## config.mk

```make
export PLATFORM = sky130hd
export DESIGN_NAME = prc_control
export DESIGN_NICKNAME = d
export VERILOG_FILES = /design/src/logic/prc_pkg.sv /design/src/logic/prc_control.sv
export SDC_FILE = /design/constraint.sdc
export NUM_CORES = 1
export LEC_CHECK = 0
export BUFFER_PORTS_ARGS = -buffer_cell sky130_fd_sc_hd__buf_4
export CAP_MARGIN = 40
export CORE_ASPECT_RATIO = 0.9
export CORE_MARGIN = 4
export CORE_UTILIZATION = 44
export DETAILED_ROUTE_END_ITERATION = 10
export GPL_TIMING_DRIVEN = 0
export SLEW_MARGIN = 20
export SYNTH_ARGS = -nofsm -noshare
export SYNTH_HDL_FRONTEND = slang
export SYNTH_SLANG_ARGS = --single-unit
```

## constraint.sdc

```tcl
create_clock -name clock -period 11.2 [get_ports clock]
set_clock_uncertainty 0.05 [all_clocks]
set_input_delay 1.12 -clock clock [delete_from_list [all_inputs] [get_ports clock]]
set_output_delay 1.12 -clock clock [all_outputs]
set_load 0.02 [all_outputs]
```

## src/logic/prc_pkg.sv

```systemverilog
/*
 * Package for the reset, power and status control block of a three-port cable phy.
 * Holds register indices, field positions, reset values, timing constants and carriers.
 * Assumes a single 50 MHz clock drives every user of these constants.
 */
package prc_pkg;
   // Clock rate.
   localparam int CLK_KHZ = 50000;
   // Register indices on the plain register port (4-bit address).
   localparam logic [3:0] REG_STATUS0 = 4'h0;
   localparam logic [3:0] REG_STATUS6 = 4'h6;
   localparam logic [3:0] REG_SELFID9 = 4'h9;
   localparam logic [3:0] REG_CTRL_A = 4'hA;
   localparam logic [3:0] REG_MODE_B = 4'hB;
   // Field positions.
   localparam int BIT_R0_CABLE_POWER = 7;
   localparam int BIT_R0_LONG_RESET = 6;
   localparam int BIT_R6_CABLE_POWER = 2;
   localparam int BIT_R6_DROP_FLAG = 1;
   localparam int BIT_R9_SHORT_REQ = 7;
   localparam int BIT_R9_CONTENDER = 3;
   localparam int BIT_R9_PCLASS_LO = 0;
   localparam int BIT_RA_LONG_REQ = 0;
   localparam int BIT_RA_REMOTE_SHORT = 1;
   localparam int BIT_RA_REMOTE_LONG = 2;
   localparam int BIT_RA_LINK_ON = 3;
   // Self-ID bit positions of the power class field.
   localparam int SELFID_PCLASS_LO = 21;
   // Reset values.
   localparam logic [7:0] REG_RESET_VALUE = 8'h00;
   // Reset durations in nanoseconds, as printed in microseconds.
   localparam int LONG_RESET_MIN_NS = 167000;
   localparam int LONG_RESET_MAX_NS = 250000;
   localparam int SHORT_RESET_MIN_NS = 1300;
   localparam int SHORT_RESET_MAX_NS = 80000;
   localparam int CLK_PERIOD_NS = 1000000 / CLK_KHZ;
   // Least times round up, longest round down; the chosen length is the least time.
   localparam int LONG_RESET_CYCLES = (LONG_RESET_MIN_NS + CLK_PERIOD_NS - 1) / CLK_PERIOD_NS;
   localparam int SHORT_RESET_CYCLES = (SHORT_RESET_MIN_NS + CLK_PERIOD_NS - 1) / CLK_PERIOD_NS;
   localparam int SHORT_RESET_MAX_CYCLES = SHORT_RESET_MAX_NS / CLK_PERIOD_NS;
   // Link power sense: a square wave of at least 500 kHz, period 2000 ns.
   localparam int LPS_MIN_KHZ = 500;
   localparam int LPS_TIMEOUT_CYCLES = CLK_KHZ / LPS_MIN_KHZ;
   // Power-down least hold time, 3.5 ms in microseconds.
   localparam int PD_HOLD_US = 3500;
   localparam int PD_HOLD_CYCLES = PD_HOLD_US * (CLK_KHZ / 1000);
   // Link clock and link-on output rates in kHz.
   localparam int LINK_CLK_KHZ = 49152;
   localparam int LINK_ON_KHZ = 6114;
   localparam int LINK_ON_HALF = CLK_KHZ / (2 * LINK_ON_KHZ);
   // Counter widths.
   localparam int CNT_W = 24;
   // Bus reset kinds.
   typedef enum logic [1:0] {PRC_RST_NONE, PRC_RST_LONG, PRC_RST_SHORT} prc_reset_kind_t;
   // Synchronised pin inputs.
   typedef struct packed {
      logic short_reset_mode_strap_n;
      logic factory_test_strap_a;
      logic cable_power_sense;
      logic link_power_sense;
      logic contender;
      logic [2:0] power_class_straps;
   } prc_pins_t;
endpackage : prc_pkg

```

## src/logic/prc_control.sv

```systemverilog
/*
 * Reset, power and status control of a three-port cable phy: bus reset mode choice,
 * cable power monitoring, link power detection, power-down and strap-driven self-ID fields.
 * Assumes pins synchronous to clock or synchronised here, and a register port whose
 * read data stand one cycle after the read strobe.
 */
// Local design decisions: the register addresses and the strobed register port.
`timescale 1ns/10ps
module prc_control (
   // Clock and reset.
   input wire logic clock,
   input wire logic rst,
   input wire logic logic_reset_n,
   input wire logic power_down_input,
   // Register port.
   input wire logic [3:0] reg_addr,
   input wire logic [7:0] reg_wdata,
   input wire logic reg_write,
   input wire logic reg_read,
   output logic [7:0] reg_rdata,
   // Straps and sense pins.
   input wire logic short_reset_mode_strap_n,
   input wire logic factory_test_strap_a,
   input wire logic cable_power_sense,
   input wire logic link_power_sense,
   input wire logic [2:0] power_class_straps,
   // Cable side.
   input wire logic [2:0] port_connected,
   input wire logic remote_short_reset,
   input wire logic remote_long_reset,
   input wire logic link_on_message,
   output logic bus_reset_active,
   output logic bus_reset_short,
   output logic cable_inactive_output,
   // Contender or wake pin, three signals.
   input wire logic contender_or_wake_in,
   output logic contender_or_wake_out,
   output logic contender_or_wake_oe_n,
   // Link side enables and clock.
   input wire logic link_clock_source,
   output logic link_side_clock_out,
   output logic link_outputs_enable,
   output logic link_powered,
   output logic [2:0] selfid_pclass,
   output logic selfid_contender
);
   // Internal reset: power-down pulls the logic reset low.
   logic core_rst;
   assign core_rst = rst | ~logic_reset_n | power_down_input;

   // Two-flop synchronisers for pin inputs.
   prc_pkg::prc_pins_t pins_raw, pins_s1, pins_s2;
   always_comb begin
      pins_raw = '{short_reset_mode_strap_n, factory_test_strap_a, cable_power_sense,
                   link_power_sense, contender_or_wake_in, power_class_straps};
   end
   always_ff @(posedge clock or posedge rst) begin
      if (rst) begin
         // Reset to the normal-use levels (mode straps high, power class straps low, cable power present).
         // This way no false power drop is flagged while the synchroniser fills.
         pins_s1 <= '{1'b1, 1'b1, 1'b1, 1'b0, 1'b0, 3'h0};
         pins_s2 <= '{1'b1, 1'b1, 1'b1, 1'b0, 1'b0, 3'h0};
      end else begin
         pins_s1 <= pins_raw;
         pins_s2 <= pins_s1;
      end
   end

   // Mode decode used by several processes.
   function automatic logic short_mode(input prc_pkg::prc_pins_t p);
      return p.factory_test_strap_a & ~p.short_reset_mode_strap_n;
   endfunction : short_mode
   logic mode_short;
   assign mode_short = short_mode(pins_s2);

   // Register write decodes.
   logic wr_r6, wr_r9, wr_ra;
   assign wr_r6 = reg_write && reg_addr == prc_pkg::REG_STATUS6;
   assign wr_r9 = reg_write && reg_addr == prc_pkg::REG_SELFID9;
   assign wr_ra = reg_write && reg_addr == prc_pkg::REG_CTRL_A;

   // Cable power state and drop flag.
   logic power_prev, drop_flag, next_power_prev, next_drop_flag, power_drop;
   always_comb begin
      power_drop = power_prev & ~pins_s2.cable_power_sense;
      next_power_prev = pins_s2.cable_power_sense;
      next_drop_flag = drop_flag;
      if (wr_r6 && !reg_wdata[prc_pkg::BIT_R6_DROP_FLAG]) begin
         next_drop_flag = 1'b0;
      end
      if (power_drop || !pins_s2.cable_power_sense) begin
         next_drop_flag = 1'b1;
      end
   end
   always_ff @(posedge clock or posedge core_rst) begin
      if (core_rst) begin
         power_prev <= 1'b0;
         drop_flag <= 1'b0;
      end else begin
         power_prev <= next_power_prev;
         drop_flag <= next_drop_flag;
      end
   end

   // Bus reset sequencer.
   prc_pkg::prc_reset_kind_t kind, next_kind;
   logic [prc_pkg::CNT_W-1:0] rst_cnt, next_rst_cnt;
   logic short_req, next_short_req, boot_reset, next_boot_reset;
   logic start_long, start_short;
   always_comb begin
      next_short_req = short_req;
      if (wr_r9 && reg_wdata[prc_pkg::BIT_R9_SHORT_REQ] && mode_short) begin
         next_short_req = 1'b1;
      end
      start_short = mode_short && (short_req || remote_short_reset);
      start_long = boot_reset || (wr_ra && reg_wdata[prc_pkg::BIT_RA_LONG_REQ]) || remote_long_reset
                   || (!mode_short && remote_short_reset);
      next_kind = kind;
      next_rst_cnt = rst_cnt;
      next_boot_reset = 1'b0;
      if (kind == prc_pkg::PRC_RST_NONE) begin
         if (start_long) begin
            next_kind = prc_pkg::PRC_RST_LONG;
            next_rst_cnt = prc_pkg::CNT_W'(prc_pkg::LONG_RESET_CYCLES - 1);
         end else if (start_short) begin
            next_kind = prc_pkg::PRC_RST_SHORT;
            next_rst_cnt = prc_pkg::CNT_W'(prc_pkg::SHORT_RESET_CYCLES - 1);
            next_short_req = 1'b0;
         end
      end else if (rst_cnt == '0) begin
         next_kind = prc_pkg::PRC_RST_NONE;
      end else begin
         next_rst_cnt = rst_cnt - 1'b1;
      end
   end
   always_ff @(posedge clock or posedge core_rst) begin
      if (core_rst) begin
         kind <= prc_pkg::PRC_RST_NONE;
         rst_cnt <= '0;
         short_req <= 1'b0;
         boot_reset <= 1'b1;
      end else begin
         kind <= next_kind;
         rst_cnt <= next_rst_cnt;
         short_req <= next_short_req;
         boot_reset <= next_boot_reset;
      end
   end
   assign bus_reset_active = kind != prc_pkg::PRC_RST_NONE;
   assign bus_reset_short = kind == prc_pkg::PRC_RST_SHORT;

   // Link power detection: a high sense level within the timeout means powered.
   logic lps_prev, next_lps_prev, lps_ok, next_lps_ok;
   logic [prc_pkg::CNT_W-1:0] lps_cnt, next_lps_cnt;
   always_comb begin
      next_lps_prev = pins_s2.link_power_sense;
      next_lps_cnt = lps_cnt;
      next_lps_ok = lps_ok;
      if (pins_s2.link_power_sense) begin
         next_lps_cnt = '0;
         next_lps_ok = 1'b1;
      end else if (lps_cnt >= prc_pkg::CNT_W'(prc_pkg::LPS_TIMEOUT_CYCLES)) begin
         next_lps_ok = 1'b0;
      end else begin
         next_lps_cnt = lps_cnt + 1'b1;
      end
   end
   always_ff @(posedge clock or posedge core_rst) begin
      if (core_rst) begin
         lps_prev <= 1'b0;
         lps_cnt <= '0;
         lps_ok <= 1'b0;
      end else begin
         lps_prev <= next_lps_prev;
         lps_cnt <= next_lps_cnt;
         lps_ok <= next_lps_ok;
      end
   end
   assign link_powered = lps_ok;
   assign link_outputs_enable = lps_ok & ~power_down_input;
   // The link clock comes from the transfer clock source, gated by link power and by power-down.
   assign link_side_clock_out = link_clock_source & link_outputs_enable;

   // Link-on tone generator and strap capture.
   logic link_on, next_link_on, tone, next_tone;
   logic [7:0] tone_cnt, next_tone_cnt;
   logic [2:0] pclass, next_pclass;
   logic contender, next_contender;
   always_comb begin
      next_link_on = link_on | link_on_message;
      next_tone = tone;
      next_tone_cnt = tone_cnt + 1'b1;
      if (tone_cnt == 8'(prc_pkg::LINK_ON_HALF - 1)) begin
         next_tone_cnt = '0;
         next_tone = ~tone & link_on;
      end
      if (wr_ra && reg_wdata[prc_pkg::BIT_RA_LINK_ON]) begin
         next_link_on = link_on_message; // A message in the same cycle wins.
      end
      next_pclass = pins_s2.power_class_straps;
      next_contender = link_on ? contender : pins_s2.contender;
   end
   always_ff @(posedge clock or posedge core_rst) begin
      if (core_rst) begin
         link_on <= 1'b0;
         tone <= 1'b0;
         tone_cnt <= '0;
         pclass <= '0;
         contender <= 1'b0;
      end else begin
         link_on <= next_link_on;
         tone <= next_tone;
         tone_cnt <= next_tone_cnt;
         pclass <= next_pclass;
         contender <= next_contender;
      end
   end
   assign contender_or_wake_out = tone;
   assign contender_or_wake_oe_n = ~link_on;
   assign selfid_pclass = pclass;
   assign selfid_contender = contender;

   // Cable-inactive output stays alive through power-down.
   assign cable_inactive_output = ~|port_connected;

   // Register read mux.
   logic [7:0] next_rdata;
   always_comb begin
      next_rdata = prc_pkg::REG_RESET_VALUE;
      if (reg_read) begin
         unique case (reg_addr)
            prc_pkg::REG_STATUS0: begin
               next_rdata[prc_pkg::BIT_R0_CABLE_POWER] = pins_s2.cable_power_sense;
               next_rdata[prc_pkg::BIT_R0_LONG_RESET] = kind == prc_pkg::PRC_RST_LONG;
            end
            prc_pkg::REG_STATUS6: begin
               next_rdata[prc_pkg::BIT_R6_CABLE_POWER] = pins_s2.cable_power_sense;
               next_rdata[prc_pkg::BIT_R6_DROP_FLAG] = drop_flag;
            end
            prc_pkg::REG_SELFID9: begin
               next_rdata[prc_pkg::BIT_R9_SHORT_REQ] = short_req;
               next_rdata[prc_pkg::BIT_R9_CONTENDER] = contender;
               next_rdata[prc_pkg::BIT_R9_PCLASS_LO +: 3] = pclass;
            end
            prc_pkg::REG_MODE_B: next_rdata = {5'h00, lps_ok, bus_reset_short, mode_short};
            default: next_rdata = prc_pkg::REG_RESET_VALUE;
         endcase
      end
   end
   always_ff @(posedge clock or posedge core_rst) begin
      if (core_rst) begin
         reg_rdata <= prc_pkg::REG_RESET_VALUE;
      end else begin
         reg_rdata <= next_rdata;
      end
   end

   // Length of the running bus reset, counted for the length checks below.
   // It restarts at zero between resets, so back-to-back resets are measured apart.
   logic [prc_pkg::CNT_W-1:0] reset_len, next_reset_len;
   always_comb begin
      next_reset_len = '0;
      if (bus_reset_active) begin
         next_reset_len = reset_len + 1'b1;
      end
   end
   always_ff @(posedge clock or posedge core_rst) begin
      if (core_rst) begin
         reset_len <= '0;
      end else begin
         reset_len <= next_reset_len;
      end
   end

   // Assertions.
   // A long reset stands for its first cycles once begun.
   a_long_reset_len: assert property (@(posedge clock) disable iff (core_rst)
      $rose(kind == prc_pkg::PRC_RST_LONG) |-> ##1 (kind == prc_pkg::PRC_RST_LONG) [*8])
      else $error("long reset too short");
   // A long reset ends inside its bounds.
   a_long_reset_max: assert property (@(posedge clock) disable iff (core_rst)
      $fell(kind == prc_pkg::PRC_RST_LONG) |-> reset_len >= prc_pkg::CNT_W'(prc_pkg::LONG_RESET_CYCLES)
         && reset_len <= prc_pkg::CNT_W'(prc_pkg::LONG_RESET_MAX_NS / prc_pkg::CLK_PERIOD_NS))
      else $error("long reset length wrong");
   // A short reset ends inside its bounds.
   a_short_reset_len: assert property (@(posedge clock) disable iff (core_rst)
      $fell(bus_reset_short) |-> reset_len >= prc_pkg::CNT_W'(prc_pkg::SHORT_RESET_CYCLES)
         && reset_len <= prc_pkg::CNT_W'(prc_pkg::SHORT_RESET_MAX_CYCLES))
      else $error("short reset length wrong");
   // Legacy mode never starts a short reset.
   a_legacy_no_short: assert property (@(posedge clock) disable iff (core_rst)
      !mode_short |-> ##1 !$rose(bus_reset_short))
      else $error("short reset in legacy mode");
   // A cable power drop sets the flag.
   a_drop_sets_flag: assert property (@(posedge clock) disable iff (core_rst)
      power_drop |=> drop_flag)
      else $error("drop flag not set");
   // The flag comes back while cable power stays low.
   a_flag_returns: assert property (@(posedge clock) disable iff (core_rst)
      !pins_s2.cable_power_sense |=> drop_flag)
      else $error("drop flag clear while power low");
   // The short request is gone once its reset has begun.
   a_short_req_clears: assert property (@(posedge clock) disable iff (core_rst)
      $rose(bus_reset_short) |-> !short_req)
      else $error("short request not cleared");
   // Every port free raises the cable-inactive output.
   a_cable_inactive: assert property (@(posedge clock) disable iff (rst)
      (port_connected == 3'h0) |-> cable_inactive_output)
      else $error("cable inactive wrong");
   // Any connected port pulls the cable-inactive output low.
   a_cable_active: assert property (@(posedge clock) disable iff (rst)
      (port_connected != 3'h0) |-> !cable_inactive_output)
      else $error("cable inactive high with a port connected");
   // An unpowered link sees no outputs and no clock.
   a_unpowered_link: assert property (@(posedge clock) disable iff (core_rst)
      !lps_ok |-> !link_outputs_enable && !link_side_clock_out)
      else $error("link outputs on while unpowered");
   // A high sense level marks the link powered in the next cycle.
   a_link_sense_seen: assert property (@(posedge clock) disable iff (core_rst)
      pins_s2.link_power_sense |=> link_powered)
      else $error("link power not seen");
   // Power-down leaves only the cable-inactive output alive.
   a_power_down_off: assert property (@(posedge clock) disable iff (rst)
      power_down_input |-> !link_outputs_enable && !link_side_clock_out && !bus_reset_active)
      else $error("link side alive in power-down");
   // Power-down keeps the internal state in reset.
   a_power_down_reset: assert property (@(posedge clock) disable iff (rst)
      power_down_input |-> !drop_flag && !short_req && !link_on && reg_rdata == prc_pkg::REG_RESET_VALUE)
      else $error("state not held in power-down");
   // Leaving the internal reset starts a long bus reset.
   a_boot_long_reset: assert property (@(posedge clock) disable iff (rst)
      $fell(core_rst) |=> bus_reset_active && !bus_reset_short)
      else $error("no long reset after logic reset");
   // A short reset request is never stored outside short mode.
   a_legacy_no_request: assert property (@(posedge clock) disable iff (core_rst)
      !mode_short |-> ##1 !$rose(short_req))
      else $error("short request stored in legacy mode");
   // A link-on message takes the contender pin over in the next cycle.
   a_link_on_drive: assert property (@(posedge clock) disable iff (core_rst)
      link_on_message |=> !contender_or_wake_oe_n)
      else $error("link-on not driven");
   // Both copies of the cable power bit, and the flag, follow their sources on a read.
   a_status0_power: assert property (@(posedge clock) disable iff (core_rst)
      reg_read && reg_addr == prc_pkg::REG_STATUS0
      |=> reg_rdata[prc_pkg::BIT_R0_CABLE_POWER] == $past(pins_s2.cable_power_sense))
      else $error("register 0 cable power wrong");
   a_status6_fields: assert property (@(posedge clock) disable iff (core_rst)
      reg_read && reg_addr == prc_pkg::REG_STATUS6
      |=> reg_rdata[prc_pkg::BIT_R6_CABLE_POWER] == $past(pins_s2.cable_power_sense)
         && reg_rdata[prc_pkg::BIT_R6_DROP_FLAG] == $past(drop_flag))
      else $error("register 6 fields wrong");
endmodule : prc_control

```

==> results.md <==
- The actual slew at the worst max-slew pin is ~0.69 ns.
- The number of nets with antenna violations after detailed routing is 0.
- The clock root buffer master is sky130_fd_sc_hd__clkbuf_8.
- The number of antenna violations at the first check in global routing came to 0.
- In the synthesized netlist, the number of instances is about 360.
- For this run, the number of Yosys warnings is 0.
- The total I/O pin count is 53.
- The pin count of the biggest net entering global routing is 17.
- Relative to the synthesized area, the layout overhead comes to 19.3%.
- Across every metal layer, demand over resource in global routing totals approximately 17%.
- The number of filler instances in the final layout is about 760.
- Ranked by total cell area, the synthesized netlist is headed by sky130_fd_sc_hd__dfrtp_1, sky130_fd_sc_hd__dfstp_2, sky130_fd_sc_hd__nor2b_1.
- Summing the sequential cell areas from Yosys gives 56.8% of the chip area.
- The utilization after layout is 54.6%.
- The first TritonRoute pass finished after 4 iterations.
- The average instance in the mapped netlist occupies 11.1 µm².
- The number of gates given a new drive strength after cts is 0.
- Summing internal, switching and leakage power gives ~0.0006 W.
- The kind of start point of the critical path is a register.
- The number of hold buffers added after CTS was 0.
- After detailed routing, the number of remaining DRC violations is 0.
- The highest clock frequency the design can meet is roughly 340 MHz.
- The first routing iteration left roughly 140 violations.
- The final RePlAce weighted congestion is 0.809.
- The number of hold violations in the final report came to 0.
- The power density of the placed cells is 126 nW/µm².
- In this run, CTS created clock tree buffers numbering 9.
- After synthesis the cells add up to between 3000 and 4000 µm².
- Hold timing on the final database bottoms out at a slack of 0.300 ns.
- Once the floorplan was initialized, standard cells occupied a little under half of the core.
- The height of the die is between 90 and 100 µm.
- The clock insertion delay at the later pin of the skew report is 0.36 ns.
- Counting distinct cell types in the post-synthesis netlist gives 57.
- The signal arrival time at the worst endpoint is approximately 1.8 ns.
- The remaining global-route overflow is 0.
- Counting flops and latches in the post-synthesis netlist gives 90.
- The final worst setup slack is approximately 8 ns.
- The final route contains 2870 vias.
- The final cycle utilization of the critical path is around a quarter.
- In this run the standard cell core region covers 8690 µm².
- The standard-cell row count is 32.
- The number of buffers between clock root and the deepest sink is 2.
- The kind of capture point of the worst setup path is an output port.
- OpenSTA, run right after detailed placement, puts the worst setup slack at around 7.9 ns.
- The proportion of netlist area held by the largest area contributor is 52.2%.
- The clock tree synthesis step divided the H-tree into 3 levels.
- The number of max-capacitance violations reported is 0.
- The post-detailed-placement half-perimeter wirelength is ~6200 µm.
- The main flop type after synthesis is sky130_fd_sc_hd__dfrtp_1.
- The average wire length per cell after detail routing is around 15 µm.
- At the worst endpoint, the required time is ~10 ns.
- The total number of clock tree sinks is 90.
- The final antenna diode count is 0.
- The headroom to the max-slew limit is a little over half.
- The analysis attributes to cell leakage a power of 2.11 nW.
- The net count of the finished layout is approximately 460.
- The number of synthesized flops with an enable pin is 0.
- The final wirelength is roughly 8300 µm.
- The minimum period implied by the final worst setup slack is approximately 3 ns.
- The worst min-delay path class is register to register.
- TritonCTS built the clock tree.
- The type of the worst setup path is register to output port.
- The fraction of layout cells with a size suffix above 1 is ~24%.
- The flow ran to the end, and the final reports show no timing, DRC or antenna violations.
- The die outline area is 10600 µm².
- After clock tree synthesis, the setup repair step added 0 buffers.
- In this run the horizontal extent of the chip is about 110 µm.
- The number of global-route vias before repair is 2837.
- The number of buffer cells added on primary ports is 45.
- The clock transition at the register clock pins on the worst setup and hold paths after CTS is around 0.09 ns.
- Across the VDD grid, the largest voltage drop is approximately 0.076 mV.
- The vias per cell is roughly 5.2.
- In this run the worst path has a maximum fanout of 7.
- The count of pins over their slew limit was 0.
- Setup violations remaining at the end of the flow were counted as 0.
- The cell type with the highest aggregate area in the netlist is sky130_fd_sc_hd__dfrtp_1.
- Of all flip-flops after synthesis, the portion carrying an async set or reset was 100%.
- Setup repair after global routing left no endpoint under its margin.
- The global-route wire length before repair is ~14000 µm.
[path summary, 6_finish.rpt]
path / startpoint / endpoint / slack, ns / cells after the start
worst max-delay path: kind[1]$_DFFE_PP0P_ / bus_reset_active / 8.23 / 3
worst min-delay path: pins_s1[3]$_DFF_PP0_ / pins_s2[3]$_DFF_PP0_ / 0.30 / 0
worst max register to register: kind[1]$_DFFE_PP0P_ / rst_cnt[9]$_DFFE_PP0P_ / 8.42 / 7
worst min register to register: pins_s1[3]$_DFF_PP0_ / pins_s2[3]$_DFF_PP0_ / 0.30 / 0
max in group asynchronous: rst / boot_reset$_DFF_PP1_ / 9.53 / 6
min in group asynchronous: rst / next_pclass[1]$_DFF_PP0_ / 0.77 / 2
[layout by cell type (no fill, tap or decap), types with 3 or more instances in the layout]
| master | Yosys | routed |
|---|---|---|
| sky130_fd_sc_hd__inv_1 | 16 | 16 |
| sky130_fd_sc_hd__conb_1 | 1 | 3 |
| sky130_fd_sc_hd__and4_1 | 3 | 3 |
| sky130_fd_sc_hd__dfstp_2 | 7 | 7 |
| sky130_fd_sc_hd__a21oi_1 | 10 | 10 |
| sky130_fd_sc_hd__o21ai_0 | 15 | 15 |
| sky130_fd_sc_hd__or4_2 | 4 | 4 |
| sky130_fd_sc_hd__nor2b_1 | 22 | 22 |
| sky130_fd_sc_hd__and2_1 | 5 | 5 |
| sky130_fd_sc_hd__mux2_2 | 3 | 3 |
| sky130_fd_sc_hd__a211o_1 | 4 | 4 |
| sky130_fd_sc_hd__xnor2_1 | 9 | 9 |
| sky130_fd_sc_hd__o211ai_1 | 4 | 4 |
| sky130_fd_sc_hd__nand3_1 | 10 | 10 |
| sky130_fd_sc_hd__clkinvlp_4 | 0 | 3 |
| sky130_fd_sc_hd__nor3_1 | 14 | 14 |
| sky130_fd_sc_hd__nor4b_1 | 3 | 3 |
| sky130_fd_sc_hd__buf_6 | 3 | 6 |
| sky130_fd_sc_hd__clkbuf_1 | 5 | 5 |
| sky130_fd_sc_hd__nor4_1 | 10 | 10 |
| sky130_fd_sc_hd__dfrtp_1 | 83 | 83 |
| sky130_fd_sc_hd__nand2_1 | 24 | 24 |
| sky130_fd_sc_hd__o31ai_1 | 7 | 7 |
| sky130_fd_sc_hd__or3_2 | 4 | 4 |
| sky130_fd_sc_hd__buf_4 | 2 | 53 |
| sky130_fd_sc_hd__a221o_1 | 3 | 3 |
| sky130_fd_sc_hd__mux2i_1 | 6 | 6 |
| sky130_fd_sc_hd__nand4_1 | 6 | 6 |
| sky130_fd_sc_hd__o311ai_0 | 4 | 4 |
| sky130_fd_sc_hd__clkbuf_8 | 0 | 10 |
| sky130_fd_sc_hd__or2_2 | 4 | 4 |
| sky130_fd_sc_hd__nor2_1 | 25 | 25 |
| sky130_fd_sc_hd__ha_1 | 5 | 5 |
[state kept, by name, summed over array words and instances (netlist names)]
| signal | flops |
|---|---|
| lps_cnt | 24 |
| rst_cnt | 24 |
| pins_s1 | 8 |
| tone_cnt | 8 |
| reg_rdata | 6 |
| next_pclass | 3 |
| pins_s2 | 3 |
| selfid_pclass | 3 |
| kind | 2 |
| boot_reset | 1 |
| contender_or_wake_out | 1 |
| drop_flag | 1 |
| link_on | 1 |
| link_powered | 1 |
| next_lps_prev | 1 |
| next_power_prev | 1 |
| selfid_contender | 1 |
| short_req | 1 |
[power by group]
group          leakage (nW)  internal, W  total [W]  switching, W
Clock                0.0855    0.0000886   0.000207      0.000118
Combinational         0.888    0.0000218  0.0000460     0.0000242
Sequential             1.14     0.000337   0.000347     0.0000101
[stage by stage]
step | std cells | setup TNS, ns | area [µm²]
finish | 549 | 0 | 4750
global route | 549 | 0 | 4750
CTS | 549 | 0 | 4750
detailed placement | 533 | 0 | 4560
global placement | 523 | -78.70 | 4470
floorplan | 359 | 0 | 3990
[per-layer routing]
| metal | routed length, µm | GRT usage [%] |
|---|---|---|
| met1 | 3910 | 23.4 |
| met3 | 415 | 4.76 |
| met2 | 3920 | 26.6 |
| met5 | 0 | 0 |
| met4 | 62 | 3.88 |
[synthesized netlist by cell type, drive strengths merged, types with 4 or more instances]
cell,instances
nand3,10
o21ai,16
and2,5
nor2b,22
a211o,4
o31ai,8
dfrtp,83
ha,5
a21oi,10
inv,16
nand4,6
nor4,11
o311ai,4
dfstp,7
nand2,24
or4,8
o211ai,4
nor3,15
buf,6
nor2,25
clkbuf,5
or2,4
mux2i,6
or3,5
xnor2,9
[cell families after synthesis]
kind of cell	count (synthesis)	share of synthesized area, %
mux	9	2.36
simple gates	151	21.8
flops	90	56.8
compound gates	64	11.4
other cells	1	0.0943
xor+xnor	10	2.20
buf+inv	27	3.71
fa+ha+maj	5	1.57
[cell type report]
| cell class | instances | area (µm²) | share of cell area (%) |
|---|---|---|---|
| Buffer | 11 | 87.6 | 1.85 |
| Clock buffer | 10 | 138 | 2.90 |
| Sequential cell | 90 | 2260 | 47.6 |
| Tap cell | 119 | 149 | 3.14 |
| Timing Repair Buffer | 55 | 422 | 8.88 |
| Clock inverter | 6 | 48.8 | 1.03 |
| Multi-Input combinational cell | 242 | 1580 | 33.3 |
| Inverter | 16 | 60.1 | 1.27 |
[critical path, stage by stage (launching register included)]
cell,delay [ns]
sky130_fd_sc_hd__dfrtp_1,0.40
sky130_fd_sc_hd__nor2_1,0.49
sky130_fd_sc_hd__inv_1,0.31
sky130_fd_sc_hd__buf_4,0.24
Note: power is estimated with default switching activity, not from simulation.
